==> src/design/dct_defines.vh <==
// Constants for the dual 8-bit compare timer: offsets, fields, resets.
// Assumes a 32-bit APB slave with word-aligned registers.
//
// Behaviour
// RULE_01: 8-bit counter steps once per active edge
// RULE_02: prescaler divides tick by power of two
// RULE_03: prescaler code 000..111 gives /1../128, immediate
// RULE_04: tick rate set by global tick speed
// RULE_05: counter clear bit zeroes the counter
// RULE_06: run bit starts; zero freezes the counter
// RULE_07: mode 00 free, 01 down, 10 modulo, 11 up/down
// RULE_08: free mode wraps at 0xff, overflow at 0xff
// RULE_09: modulo reloads zero at channel 0 value
// RULE_10: down mode loads value, stops at zero
// RULE_11: up/down turns at value, overflow at zero
// RULE_12: compare mode drives pin, compares while running
// RULE_13: equality sets, clears or toggles output
// RULE_14: output mode codes 000..110 as listed
// RULE_15: compare outputs are glitch free
// RULE_16: channel 0 value takes effect at zero
// RULE_17: channel 1 value takes effect at once
// RULE_18: compare match sets channel flag
// RULE_19: up/down channel 0 flag set at zero turn
// RULE_20: up/down channel 1 flag on compare match
// RULE_21: flags set regardless of mask bits
// RULE_22: cpu flag only for unmasked events
// RULE_23: request needs mask and timer enable
// RULE_24: setting mask on pending flag re-requests
// RULE_25: each channel compare gives own dma pulse
// RULE_26: software clears flags by writing zero
// RULE_27: software configures pin and compare enable
`ifndef DCT_DEFINES_VH
`define DCT_DEFINES_VH
// Global register byte offsets
`define DCT_CLKCTL_OFS 12'h000
`define DCT_FLAG_OFS 12'h004
`define DCT_IEN_OFS 12'h008
`define DCT_CPUIF_OFS 12'h00c
// Per-timer register index within its 0x20 window (timer t at 0x20*(t+1))
`define DCT_IDX_CNT 3'h0
`define DCT_IDX_TCTL 3'h1
`define DCT_IDX_CCTL0 3'h2
`define DCT_IDX_CC0 3'h3
`define DCT_IDX_CCTL1 3'h4
`define DCT_IDX_CC1 3'h5
// Timer control fields
`define DCT_DIV_HI 7
`define DCT_DIV_LO 5
`define DCT_RUN 4
`define DCT_OVFM 3
`define DCT_CLR 2
`define DCT_MODE_HI 1
`define DCT_MODE_LO 0
// Channel control fields
`define DCT_CH_IM 6
`define DCT_CMP_HI 5
`define DCT_CMP_LO 3
`define DCT_CH_EN 2
// Reset values
`define DCT_TCTL_RST 8'h08
`define DCT_CCTL_RST 8'h40
`define DCT_CC_RST 8'h00
`define DCT_TSS_RST 3'h0
// Counting modes
`define DCT_MODE_FREE 2'h0
`define DCT_MODE_DOWN 2'h1
`define DCT_MODE_MOD 2'h2
`define DCT_MODE_UPDN 2'h3
// Compare output modes
`define DCT_CMP_SET 3'h0
`define DCT_CMP_CLR 3'h1
`define DCT_CMP_TGL 3'h2
`define DCT_CMP_UPSET 3'h3
`define DCT_CMP_UPCLR 3'h4
`define DCT_CMP_SETFF 3'h5
`define DCT_CMP_CLR00 3'h6
`endif

==> src/design/dct_channel.v <==
// One compare output channel: holds the pin level and passes the enable through as output enable.
// Assumes one-cycle event pulses from the timer core on pclk.
`timescale 1ns/1ps
`default_nettype none
`include "dct_defines.vh"
module dct_channel (
  // Clock and reset
  input wire pclk,
  input wire presetn,
  // Configuration
  input wire en,
  input wire [2:0] cmp_mode,
  input wire updn,
  // Timer events
  input wire match,
  input wire match_down,
  input wire at_zero,
  input wire at_ff,
  // Pin
  output reg pin_out,
  output wire pin_oe
);
  // RULE_12 pin driven in compare mode
  assign pin_oe = en;

  // RULE_15 output only from a flop, never decoded
  always @(posedge pclk or negedge presetn)
  begin
    if (!presetn)
      pin_out <= 1'b0;
    else if (en)
    begin
      // RULE_13 RULE_14 action per output mode
      case (cmp_mode)
        `DCT_CMP_SET: if (match) pin_out <= 1'b1;
        `DCT_CMP_CLR: if (match) pin_out <= 1'b0;
        `DCT_CMP_TGL: if (match) pin_out <= ~pin_out;
        `DCT_CMP_UPSET:
        begin
          if (match && !(updn && match_down)) pin_out <= 1'b1;
          else if (updn ? (match && match_down) : at_zero) pin_out <= 1'b0;
        end
        `DCT_CMP_UPCLR:
        begin
          if (match && !(updn && match_down)) pin_out <= 1'b0;
          else if (updn ? (match && match_down) : at_zero) pin_out <= 1'b1;
        end
        `DCT_CMP_SETFF:
        begin
          if (match) pin_out <= 1'b1;
          else if (at_ff) pin_out <= 1'b0;
        end
        `DCT_CMP_CLR00:
        begin
          if (match) pin_out <= 1'b0;
          else if (at_zero) pin_out <= 1'b1;
        end
        default: pin_out <= pin_out;
      endcase
    end
  end
endmodule // dct_channel
`default_nettype wire

==> src/design/dct_timer.v <==
// Counter core of one 8-bit timer: prescaler, four modes, events.
// Assumes tick is a one-cycle enable on pclk and clr a one-cycle pulse.
`timescale 1ns/1ps
`default_nettype none
`include "dct_defines.vh"
module dct_timer (
  // Clock and reset
  input wire pclk,
  input wire presetn,
  // Control
  input wire tick,
  input wire [6:0] div_mask,
  input wire run,
  input wire [1:0] mode,
  input wire clr,
  input wire [7:0] cc0,
  input wire [7:0] cc1,
  // State and one-cycle events
  output reg [7:0] cnt,
  output reg ovf_ev,
  output reg m0_ev,
  output reg m1_ev,
  output reg zero_ev,
  output reg ff_ev,
  output reg down_ev
);
  reg [6:0] pre;
  reg run_d;
  reg down_dir;
  reg [7:0] cc0_act;
  reg [7:0] next_cnt;
  reg next_down;
  reg step_dn;
  reg ovf;
  wire edge_ok;
  // RULE_02 RULE_03 mask applies combinationally, so a change acts at once
  assign edge_ok = run && tick && ((pre & div_mask) == div_mask);

  // Prescaler advances on every tick
  always @(posedge pclk or negedge presetn)
  begin
    if (!presetn) pre <= 7'h00;
    else if (tick) pre <= pre + 7'h01;
  end

  // RULE_16 channel 0 value only adopted while counter sits at zero
  always @(posedge pclk or negedge presetn)
  begin
    if (!presetn) cc0_act <= `DCT_CC_RST;
    else if (cnt == 8'h00) cc0_act <= cc0;
  end

  // RULE_07 next count per mode
  always @*
  begin
    next_cnt = cnt;
    next_down = down_dir;
    step_dn = 1'b0;
    ovf = 1'b0;
    case (mode)
      `DCT_MODE_FREE:
      begin
        // RULE_08 wrap at 0xff, overflow on reaching it
        next_cnt = cnt + 8'h01;
        ovf = (next_cnt == 8'hff);
      end
      `DCT_MODE_MOD:
      begin
        // RULE_09 reload at channel 0 value
        if (cnt == cc0_act) begin next_cnt = 8'h00; ovf = 1'b1; end
        else next_cnt = cnt + 8'h01;
      end
      `DCT_MODE_DOWN:
      begin
        // RULE_10 count to zero and stay
        if (cnt != 8'h00)
        begin
          next_cnt = cnt - 8'h01;
          step_dn = 1'b1;
          ovf = (next_cnt == 8'h00);
        end
      end
      default:
      begin
        // RULE_11 turn at value, overflow at zero
        if (down_dir && cnt != 8'h00)
        begin
          next_cnt = cnt - 8'h01;
          step_dn = 1'b1;
          if (next_cnt == 8'h00) begin next_down = 1'b0; ovf = 1'b1; end
        end
        else if (cnt == cc0_act && cnt != 8'h00)
        begin
          next_cnt = cnt - 8'h01;
          step_dn = 1'b1;
          next_down = 1'b1;
          ovf = (next_cnt == 8'h00);
        end
        else if (cnt != cc0_act) next_cnt = cnt + 8'h01;
      end
    endcase
  end

  // Counter and event pulses
  always @(posedge pclk or negedge presetn)
  begin
    if (!presetn)
    begin
      cnt <= 8'h00; run_d <= 1'b0; down_dir <= 1'b0;
      ovf_ev <= 1'b0; m0_ev <= 1'b0; m1_ev <= 1'b0;
      zero_ev <= 1'b0; ff_ev <= 1'b0; down_ev <= 1'b0;
    end
    else
    begin
      run_d <= run;
      ovf_ev <= 1'b0; m0_ev <= 1'b0; m1_ev <= 1'b0;
      zero_ev <= 1'b0; ff_ev <= 1'b0; down_ev <= 1'b0;
      // RULE_05 clear wins over counting
      if (clr)
      begin
        cnt <= 8'h00;
        down_dir <= 1'b0;
      end
      // RULE_10 start in down mode loads the written value
      else if (run && !run_d && mode == `DCT_MODE_DOWN)
        cnt <= cc0;
      // RULE_01 RULE_06 step only when running and on an active edge
      else if (edge_ok)
      begin
        cnt <= next_cnt;
        down_dir <= next_down;
        ovf_ev <= ovf;
        // RULE_12 RULE_17 compare against live channel 1 value
        m0_ev <= (next_cnt == cc0_act);
        m1_ev <= (next_cnt == cc1);
        zero_ev <= (next_cnt == 8'h00);
        ff_ev <= (next_cnt == 8'hff);
        down_ev <= step_dn;
      end
    end
  end
endmodule // dct_timer
`default_nettype wire

==> src/design/dct_top.v <==
// Top of the dual 8-bit compare timer: APB registers, tick, flags.
// Assumes an APB master on pclk; pins and DMA consumers sit outside.
`timescale 1ns/1ps
`default_nettype none
`include "dct_defines.vh"
module dct_top (
  // Clock and reset
  input wire pclk,
  input wire presetn,
  // APB slave
  input wire psel,
  input wire penable,
  input wire pwrite,
  input wire [11:0] paddr,
  input wire [31:0] pwdata,
  output reg [31:0] prdata,
  output wire pready,
  output wire pslverr,
  // Compare pins, two per timer
  output wire [3:0] cmp_out,
  output wire [3:0] cmp_oe,
  // DMA triggers, one per channel
  output reg [3:0] dma_trig,
  // Interrupt request per timer
  output reg [1:0] irq
);

  ////////////////////////////////////////////////////////////////////////
  // Decoding helpers

  // Power-of-two mask: code k gives k low ones
  function [6:0] dct_mask;
    input [2:0] code;
    begin
      dct_mask = 7'h7f >> (3'h7 - code);
    end
  endfunction

  // Address decode: {ok, is_timer, timer, index}
  function [5:0] dct_dec;
    input [11:0] a;
    begin
      dct_dec = 6'h00;
      if (a[1:0] == 2'b00 && a[11:7] == 5'h00)
      begin
        if (a[6:5] == 2'b00)
          dct_dec = {1'b1, 1'b0, 1'b0, a[4:2]} & {3'h7, 3'h3};
        else if (a[6:5] != 2'b11 && a[4:2] <= `DCT_IDX_CC1)
          dct_dec = {1'b1, 1'b1, a[6], a[4:2]};
      end
      // Global window only holds four words
      if (a[1:0] == 2'b00 && a[11:5] == 7'h00 && a[4] == 1'b1)
        dct_dec = 6'h00;
    end
  endfunction

  ////////////////////////////////////////////////////////////////////////
  // Registers

  reg [2:0] tick_speed_select;
  reg [5:0] timer_flag_reg;
  reg [1:0] int_enable_reg;
  reg [1:0] cpu_int_flag_reg;
  reg [7:0] timer_control_reg [0:1];
  reg [7:0] chan_ctl0 [0:1];
  reg [7:0] chan_ctl1 [0:1];
  reg [7:0] channel0_compare_value [0:1];
  reg [7:0] channel1_compare_value [0:1];
  reg [6:0] tick_cnt;
  reg [1:0] pend_d;
  reg [1:0] clr_pulse;
  integer i;

  wire [5:0] dec_a;
  wire acc;
  wire wr;
  wire [2:0] idx;
  wire tsel;
  wire tick;
  wire [15:0] cnt_bus;
  wire [5:0] ev;
  wire [5:0] msk;
  wire [5:0] masked_ev;
  wire [1:0] pend;
  wire [1:0] cpu_set;
  wire [3:0] ch_dma;

  assign dec_a = dct_dec(paddr);
  assign idx = dec_a[2:0];
  assign tsel = dec_a[3];
  // Zero wait states; setup cycle already latched read data
  assign pready = 1'b1;
  assign pslverr = psel && penable && !dec_a[5];
  assign acc = psel && penable && dec_a[5];
  assign wr = acc && pwrite;

  ////////////////////////////////////////////////////////////////////////
  // Global tick

  // RULE_04 tick is pclk divided by 2^tick_speed_select
  assign tick = ((tick_cnt & dct_mask(tick_speed_select))
                 == dct_mask(tick_speed_select));

  // Free-running tick divider
  always @(posedge pclk or negedge presetn)
  begin
    if (!presetn)
      tick_cnt <= 7'h00;
    else
      tick_cnt <= tick_cnt + 7'h01;
  end

  ////////////////////////////////////////////////////////////////////////
  // Configuration writes

  // Software-written registers; clear bit is a pulse, never stored
  always @(posedge pclk or negedge presetn)
  begin
    if (!presetn)
    begin
      tick_speed_select <= `DCT_TSS_RST;
      int_enable_reg <= 2'b00;
      clr_pulse <= 2'b00;
      for (i = 0; i < 2; i = i + 1)
      begin
        timer_control_reg[i] <= `DCT_TCTL_RST;
        chan_ctl0[i] <= `DCT_CCTL_RST;
        chan_ctl1[i] <= `DCT_CCTL_RST;
        channel0_compare_value[i] <= `DCT_CC_RST;
        channel1_compare_value[i] <= `DCT_CC_RST;
      end
    end
    else
    begin
      clr_pulse <= 2'b00;
      if (wr && !dec_a[4])
      begin
        if (paddr == `DCT_CLKCTL_OFS)
          tick_speed_select <= pwdata[2:0];
        if (paddr == `DCT_IEN_OFS)
          int_enable_reg <= pwdata[1:0];
      end
      if (wr && dec_a[4])
      begin
        case (idx)
          `DCT_IDX_TCTL:
          begin
            timer_control_reg[tsel] <= pwdata[7:0] & ~(8'h01 << `DCT_CLR);
            // RULE_05 writing one to clear resets counter
            clr_pulse[tsel] <= pwdata[`DCT_CLR];
          end
          `DCT_IDX_CCTL0: chan_ctl0[tsel] <= {1'b0, pwdata[6:2], 2'b00};
          `DCT_IDX_CC0: channel0_compare_value[tsel] <= pwdata[7:0];
          `DCT_IDX_CCTL1: chan_ctl1[tsel] <= {1'b0, pwdata[6:2], 2'b00};
          // RULE_17 unbuffered, timer compares it directly
          `DCT_IDX_CC1: channel1_compare_value[tsel] <= pwdata[7:0];
          default: ;
        endcase
      end
    end
  end

  ////////////////////////////////////////////////////////////////////////
  // Read data

  // Latched in the setup cycle so prdata comes from a flop
  always @(posedge pclk or negedge presetn)
  begin
    if (!presetn)
      prdata <= 32'h00000000;
    else if (psel && !penable)
    begin
      prdata <= 32'h00000000;
      if (dec_a[5] && !dec_a[4])
      begin
        case (idx)
          3'h0: prdata <= {29'h0, tick_speed_select};
          3'h1: prdata <= {26'h0, timer_flag_reg};
          3'h2: prdata <= {30'h0, int_enable_reg};
          default: prdata <= {30'h0, cpu_int_flag_reg};
        endcase
      end
      else if (dec_a[5])
      begin
        case (idx)
          `DCT_IDX_CNT: prdata <= {24'h0, cnt_bus[tsel*8 +: 8]};
          `DCT_IDX_TCTL: prdata <= {24'h0, timer_control_reg[tsel]};
          `DCT_IDX_CCTL0: prdata <= {24'h0, chan_ctl0[tsel]};
          `DCT_IDX_CC0: prdata <= {24'h0, channel0_compare_value[tsel]};
          `DCT_IDX_CCTL1: prdata <= {24'h0, chan_ctl1[tsel]};
          default: prdata <= {24'h0, channel1_compare_value[tsel]};
        endcase
      end
    end
  end

  ////////////////////////////////////////////////////////////////////////
  // Timers and channels

  genvar g;
  generate
    for (g = 0; g < 2; g = g + 1)
    begin : g_tmr
      wire ovf_ev;
      wire m0_ev;
      wire m1_ev;
      wire zero_ev;
      wire ff_ev;
      wire down_ev;
      wire [7:0] cnt;
      wire updn;
      wire en0;
      wire en1;
      assign updn = (timer_control_reg[g][`DCT_MODE_HI:`DCT_MODE_LO]
                     == `DCT_MODE_UPDN);
      assign en0 = chan_ctl0[g][`DCT_CH_EN];
      assign en1 = chan_ctl1[g][`DCT_CH_EN];
      assign cnt_bus[g*8 +: 8] = cnt;

      dct_timer u_timer (
        .pclk(pclk),
        .presetn(presetn),
        .tick(tick),
        .div_mask(dct_mask(timer_control_reg[g][`DCT_DIV_HI:`DCT_DIV_LO])),
        .run(timer_control_reg[g][`DCT_RUN]),
        .mode(timer_control_reg[g][`DCT_MODE_HI:`DCT_MODE_LO]),
        .clr(clr_pulse[g]),
        .cc0(channel0_compare_value[g]),
        .cc1(channel1_compare_value[g]),
        .cnt(cnt),
        .ovf_ev(ovf_ev),
        .m0_ev(m0_ev),
        .m1_ev(m1_ev),
        .zero_ev(zero_ev),
        .ff_ev(ff_ev),
        .down_ev(down_ev)
      );

      dct_channel u_ch0 (
        .pclk(pclk),
        .presetn(presetn),
        .en(en0),
        .cmp_mode(chan_ctl0[g][`DCT_CMP_HI:`DCT_CMP_LO]),
        .updn(updn),
        .match(m0_ev),
        .match_down(down_ev),
        .at_zero(zero_ev),
        .at_ff(ff_ev),
        .pin_out(cmp_out[2*g]),
        .pin_oe(cmp_oe[2*g])
      );

      dct_channel u_ch1 (
        .pclk(pclk),
        .presetn(presetn),
        .en(en1),
        .cmp_mode(chan_ctl1[g][`DCT_CMP_HI:`DCT_CMP_LO]),
        .updn(updn),
        .match(m1_ev),
        .match_down(down_ev),
        .at_zero(zero_ev),
        .at_ff(ff_ev),
        .pin_out(cmp_out[2*g+1]),
        .pin_oe(cmp_oe[2*g+1])
      );

      // Flag events: overflow, channel 0, channel 1
      assign ev[3*g] = ovf_ev;
      // RULE_18 RULE_19 channel 0 flag follows zero turn in up/down
      assign ev[3*g+1] = en0 && (updn ? ovf_ev : m0_ev);
      // RULE_20 channel 1 flag on its compare in every mode
      assign ev[3*g+2] = en1 && m1_ev;
      // RULE_25 one trigger per channel compare
      assign ch_dma[2*g] = en0 && m0_ev;
      assign ch_dma[2*g+1] = en1 && m1_ev;

      assign msk[3*g] = timer_control_reg[g][`DCT_OVFM];
      assign msk[3*g+1] = chan_ctl0[g][`DCT_CH_IM];
      assign msk[3*g+2] = chan_ctl1[g][`DCT_CH_IM];
      assign pend[g] = |(timer_flag_reg[3*g +: 3] & msk[3*g +: 3]);
      // RULE_22 RULE_24 masked event or mask raised on pending flag
      assign cpu_set[g] = (|masked_ev[3*g +: 3]) || (pend[g] && !pend_d[g]);
    end
  endgenerate

  assign masked_ev = ev & msk;

  ////////////////////////////////////////////////////////////////////////
  // Flags, interrupt and DMA outputs

  // RULE_21 flags set unmasked; set wins over a same-cycle clear
  always @(posedge pclk or negedge presetn)
  begin
    if (!presetn)
      timer_flag_reg <= 6'h00;
    else if (wr && !dec_a[4] && paddr == `DCT_FLAG_OFS)
      // RULE_26 zero clears, one leaves the flag alone
      timer_flag_reg <= (timer_flag_reg & pwdata[5:0]) | ev;
    else
      timer_flag_reg <= timer_flag_reg | ev;
  end

  // CPU flag per timer, cleared by writing zero
  always @(posedge pclk or negedge presetn)
  begin
    if (!presetn)
    begin
      cpu_int_flag_reg <= 2'b00;
      pend_d <= 2'b00;
    end
    else
    begin
      pend_d <= pend;
      if (wr && !dec_a[4] && paddr == `DCT_CPUIF_OFS)
        cpu_int_flag_reg <= (cpu_int_flag_reg & pwdata[1:0]) | cpu_set;
      else
        cpu_int_flag_reg <= cpu_int_flag_reg | cpu_set;
    end
  end

  // RULE_23 request needs flag and timer enable
  always @(posedge pclk or negedge presetn)
  begin
    if (!presetn)
      irq <= 2'b00;
    else
      irq <= cpu_int_flag_reg & int_enable_reg;
  end

  // DMA pulses, one cycle each
  always @(posedge pclk or negedge presetn)
  begin
    if (!presetn)
      dma_trig <= 4'h0;
    else
      dma_trig <= ch_dma;
  end

endmodule // dct_top
`default_nettype wire

==> config.mk <==
export PLATFORM = sky130hd
export DESIGN_NAME = dct_top
export DESIGN_NICKNAME = d
export VERILOG_FILES = /design/src/design/dct_channel.v /design/src/design/dct_timer.v /design/src/design/dct_top.v
export VERILOG_INCLUDE_DIRS = /design/src /design/src/design
export SDC_FILE = /design/constraint.sdc
export NUM_CORES = 1
export LEC_CHECK = 0
export BUFFER_PORTS_ARGS = -buffer_cell sky130_fd_sc_hd__clkbuf_2
export CAP_MARGIN = 5
export CORE_MARGIN = 2
export CORE_UTILIZATION = 61
export DETAILED_ROUTE_END_ITERATION = 8
export GPL_ROUTABILITY_DRIVEN = 0
export GPL_TIMING_DRIVEN = 0
export PLACE_DENSITY_LB_ADDON = 0.15
export REMOVE_ABC_BUFFERS = 1
export SYNTH_ARGS = -nofsm -noshare
export SYNTH_HDL_FRONTEND = slang
export SYNTH_SLANG_ARGS = --single-unit
export TNS_END_PERCENT = 100
==> constraint.sdc <==
create_clock -name pclk -period 3.81 [get_ports pclk]
set_clock_uncertainty 0.1 [all_clocks]
set_input_delay 0.9525 -clock pclk [delete_from_list [all_inputs] [get_ports pclk]]
set_output_delay 0.9525 -clock pclk [all_outputs]
set_load 0.01 [all_outputs]
==> flow_summary.ini <==
[run_status]
status = completed

[drt]
via_per_inst = 6.63
ant_nets = 0
drt-pass1-iter-count = 6
via_count = 9763
initialDrtViolationCount = 1270
wire_per_inst_um = 21.6
route.detailed.drc = 0
wirelength_um = 31900

[synthesis]
yosysTopAreaCell = dfrtp_1
async_reset_ff_frac = 1.00
synth.cell_area_mm2 = 0.0110
ys_seq_area_frac = 0.386
synth_top_family_by_area = simple AND/OR/NAND/NOR gates
synth-seq-cells = 170
synth_simple_gate_area_frac = 0.211
ys.flop_type = dfrtp_1
ys_warn_count = 0
synth.top_cells.by_count = 174 x nand2_1, 164 x dfrtp_1, 83 x nor2_1
synth.area.top_cells = dfrtp_1 37%, mux2_2 6.8%, nand2_1 5.9%, xnor2_1 4.1%, o21ai_0 3.7%
synthXorXnorAreaFrac = 0.0619
synth-compound-area-share = 0.176
synthAdderAreaFrac = 0.0147
synth.most_common_cell = nand2_1
synth_cell_types = 89
synth_top_cell_area_share = 0.372
avgSynthCellArea_um2 = 8.90
syn_inst = 1241
synth.area.mux_share = 0.0828
synth_edf_count = 0

[critical_path]
slowest_delay_ps = 600
critical_path_class = reg -> reg
cp_common_cell = o21ai_0
cp_max_fo = 12
reg2reg_slack_ps = 60
cp-end-kind = flip-flop
path_buf_inv = 1
cp_data_required_time_ps = 4060
start_kind = flip-flop
crit_chain = inv_2 -> ha_2 -> or4b_1 -> o21ai_0 -> o21ai_0 -> o221ai_1 -> nor2_1 -> a2111oi_0 -> o2111a_1 -> and4_1
crit_arrival_ps = 4000
slowest_stage = dfrtp_1
cp_top_family = compound AO/OA/AOI/OAI gates

[place]
dp_hpwl_um = 21900
dp_slack_ps = -461
port_buffers = 47

[cts]
htreeDepth = 4
cts_tree = done
clkLatencyLatePin_ps = 440
cts_buffers = 17
cts_buffer_depth = 2
path_clk_slew_ps = 70
numClockSinks = 170
cts_root_buf = clkbuf_16
cts_hold_buf = 0

[die]
ios = 97
core_mm2 = 0.0178
die_area_mm2 = 0.0192
initial_core_util = 0.619
die_x_um = 139
num_rows = 49
die_h_um = 139

[power]
p_leak_nw = 5.11
power_density_mw_per_mm2 = 308
vdd_drop_max_v = 0.000397

[timing]
slew_headroom = 0.411
finalMaxSlewViolations = 0
rsz0062_at_grt = false
fmax_ghz = 0.267
min_period_over_period = 0.984
report.final.hold_viol_count = 0
period_needed_ps = 3750
fin_ws_ps = 61.5
setup_viol = 0
tightestPinTransition_ps = 875

[flow_run]
cap_viol_max_count = 0

[min_path]
hold_class = in -> async

[final_layout]
final_util = 0.660
layout.nets = 1292
syn_to_final_growth_pct = 6.56
nFillCells = 1477
final_layout_size_suffix_gt1_frac = 0.164
diodes = 0

[grt]
grt-ovfl-total = 0
grt_pass1_vias = 9040
grt_start_max_net_pins = 111
track_usage = 0.329
grt_pass1_wl_um = 50100
antenna_found_initial = 0
## per-stage QoR
stage	TNS [ps]	power, mW	instance area [um^2]	std cells	hold slack [ps]
2_1_floorplan	0	1.88	10500	1155	303
3_3_place_gp	-231350	1.97	11000	1431	355
3_5_place_dp	-18760	1.97	11100	1433	360
4_1_cts	0	3.65	11700	1468	377
5_1_grt	0	3.74	11800	1472	384
6_report	0	3.63	11800	1472	371
## layout make-up
type                       instances  area (um^2)  area share
sequential                       170         4270       0.363
timing repair buffer              56          352      0.0299
clock buffer                      18          439      0.0373
clock inverter                    14          136      0.0116
tap                              229          287      0.0243
multi-input combinational        954         6170       0.524
inverter                          31          116     0.00989
## final timing paths
path                                          from                 endpoint  cells past startpoint
max                        g_tmr[1].u_timer.cnt[0]   g_tmr[1].u_timer.m0_ev                     10
min                                        presetn              tick_cnt[4]                      1
max reg2reg                g_tmr[1].u_timer.cnt[0]   g_tmr[1].u_timer.m0_ev                     10
min reg2reg                            tick_cnt[6]              tick_cnt[6]                      1
max in group asynchronous                  presetn  g_tmr[1].u_timer.cnt[1]                      2
min in group pclk                      tick_cnt[6]              tick_cnt[6]                      1
## metal layers
| layer | part of all wire | vias up | GRT usage |
|---|---|---|---|
| li1 | - | 4417 | - |
| met1 | 0.42 | 4660 | 0.465 |
| met2 | 0.45 | 599 | 0.502 |
| met3 | 0.10 | 87 | 0.0815 |
| met4 | 0.028 | 0 | 0.109 |
| met5 | 0 | - | 0 |
## layout by cell type, fill, tap and decap left out, types with 16 or more instances in the layout
cell and n:
and2_1 16, nor2_1 82, clkbuf_2 46, xnor2_1 52, nand3_1 52, xor2_1 26
mux2_2 67, o21ai_0 81, nand4_1 23, a21oi_1 46, clkbuf_16 17, nor3_1 29
conb_1 25, inv_1 28, a211oi_1 21, dfrtp_1 159, nand2_1 172
## cell families (layout without fill, tap and decap cells)
| group | after synthesis | after routing |
|---|---|---|
| buf+inv | 140 | 119 |
| xor+xnor | 78 | 78 |
| mux | 83 | 83 |
| fa+ha+maj | 13 | 13 |
| other cells | 2 | 25 |
| simple gates | 469 | 469 |
| compound gates | 286 | 286 |
| flops | 170 | 170 |
## where the power goes
part           switching, mW  internal, mW
sequential           0.00469          1.81
clock                  0.758         0.930
combinational         0.0986        0.0274
## what timing repair did
item,in CTS,in global routing
gates resized for setup,7,15
setup buffers,3,3
setup endpoints to repair,21,14
pin swaps,1,2
(Power assumes the default switching activity.)
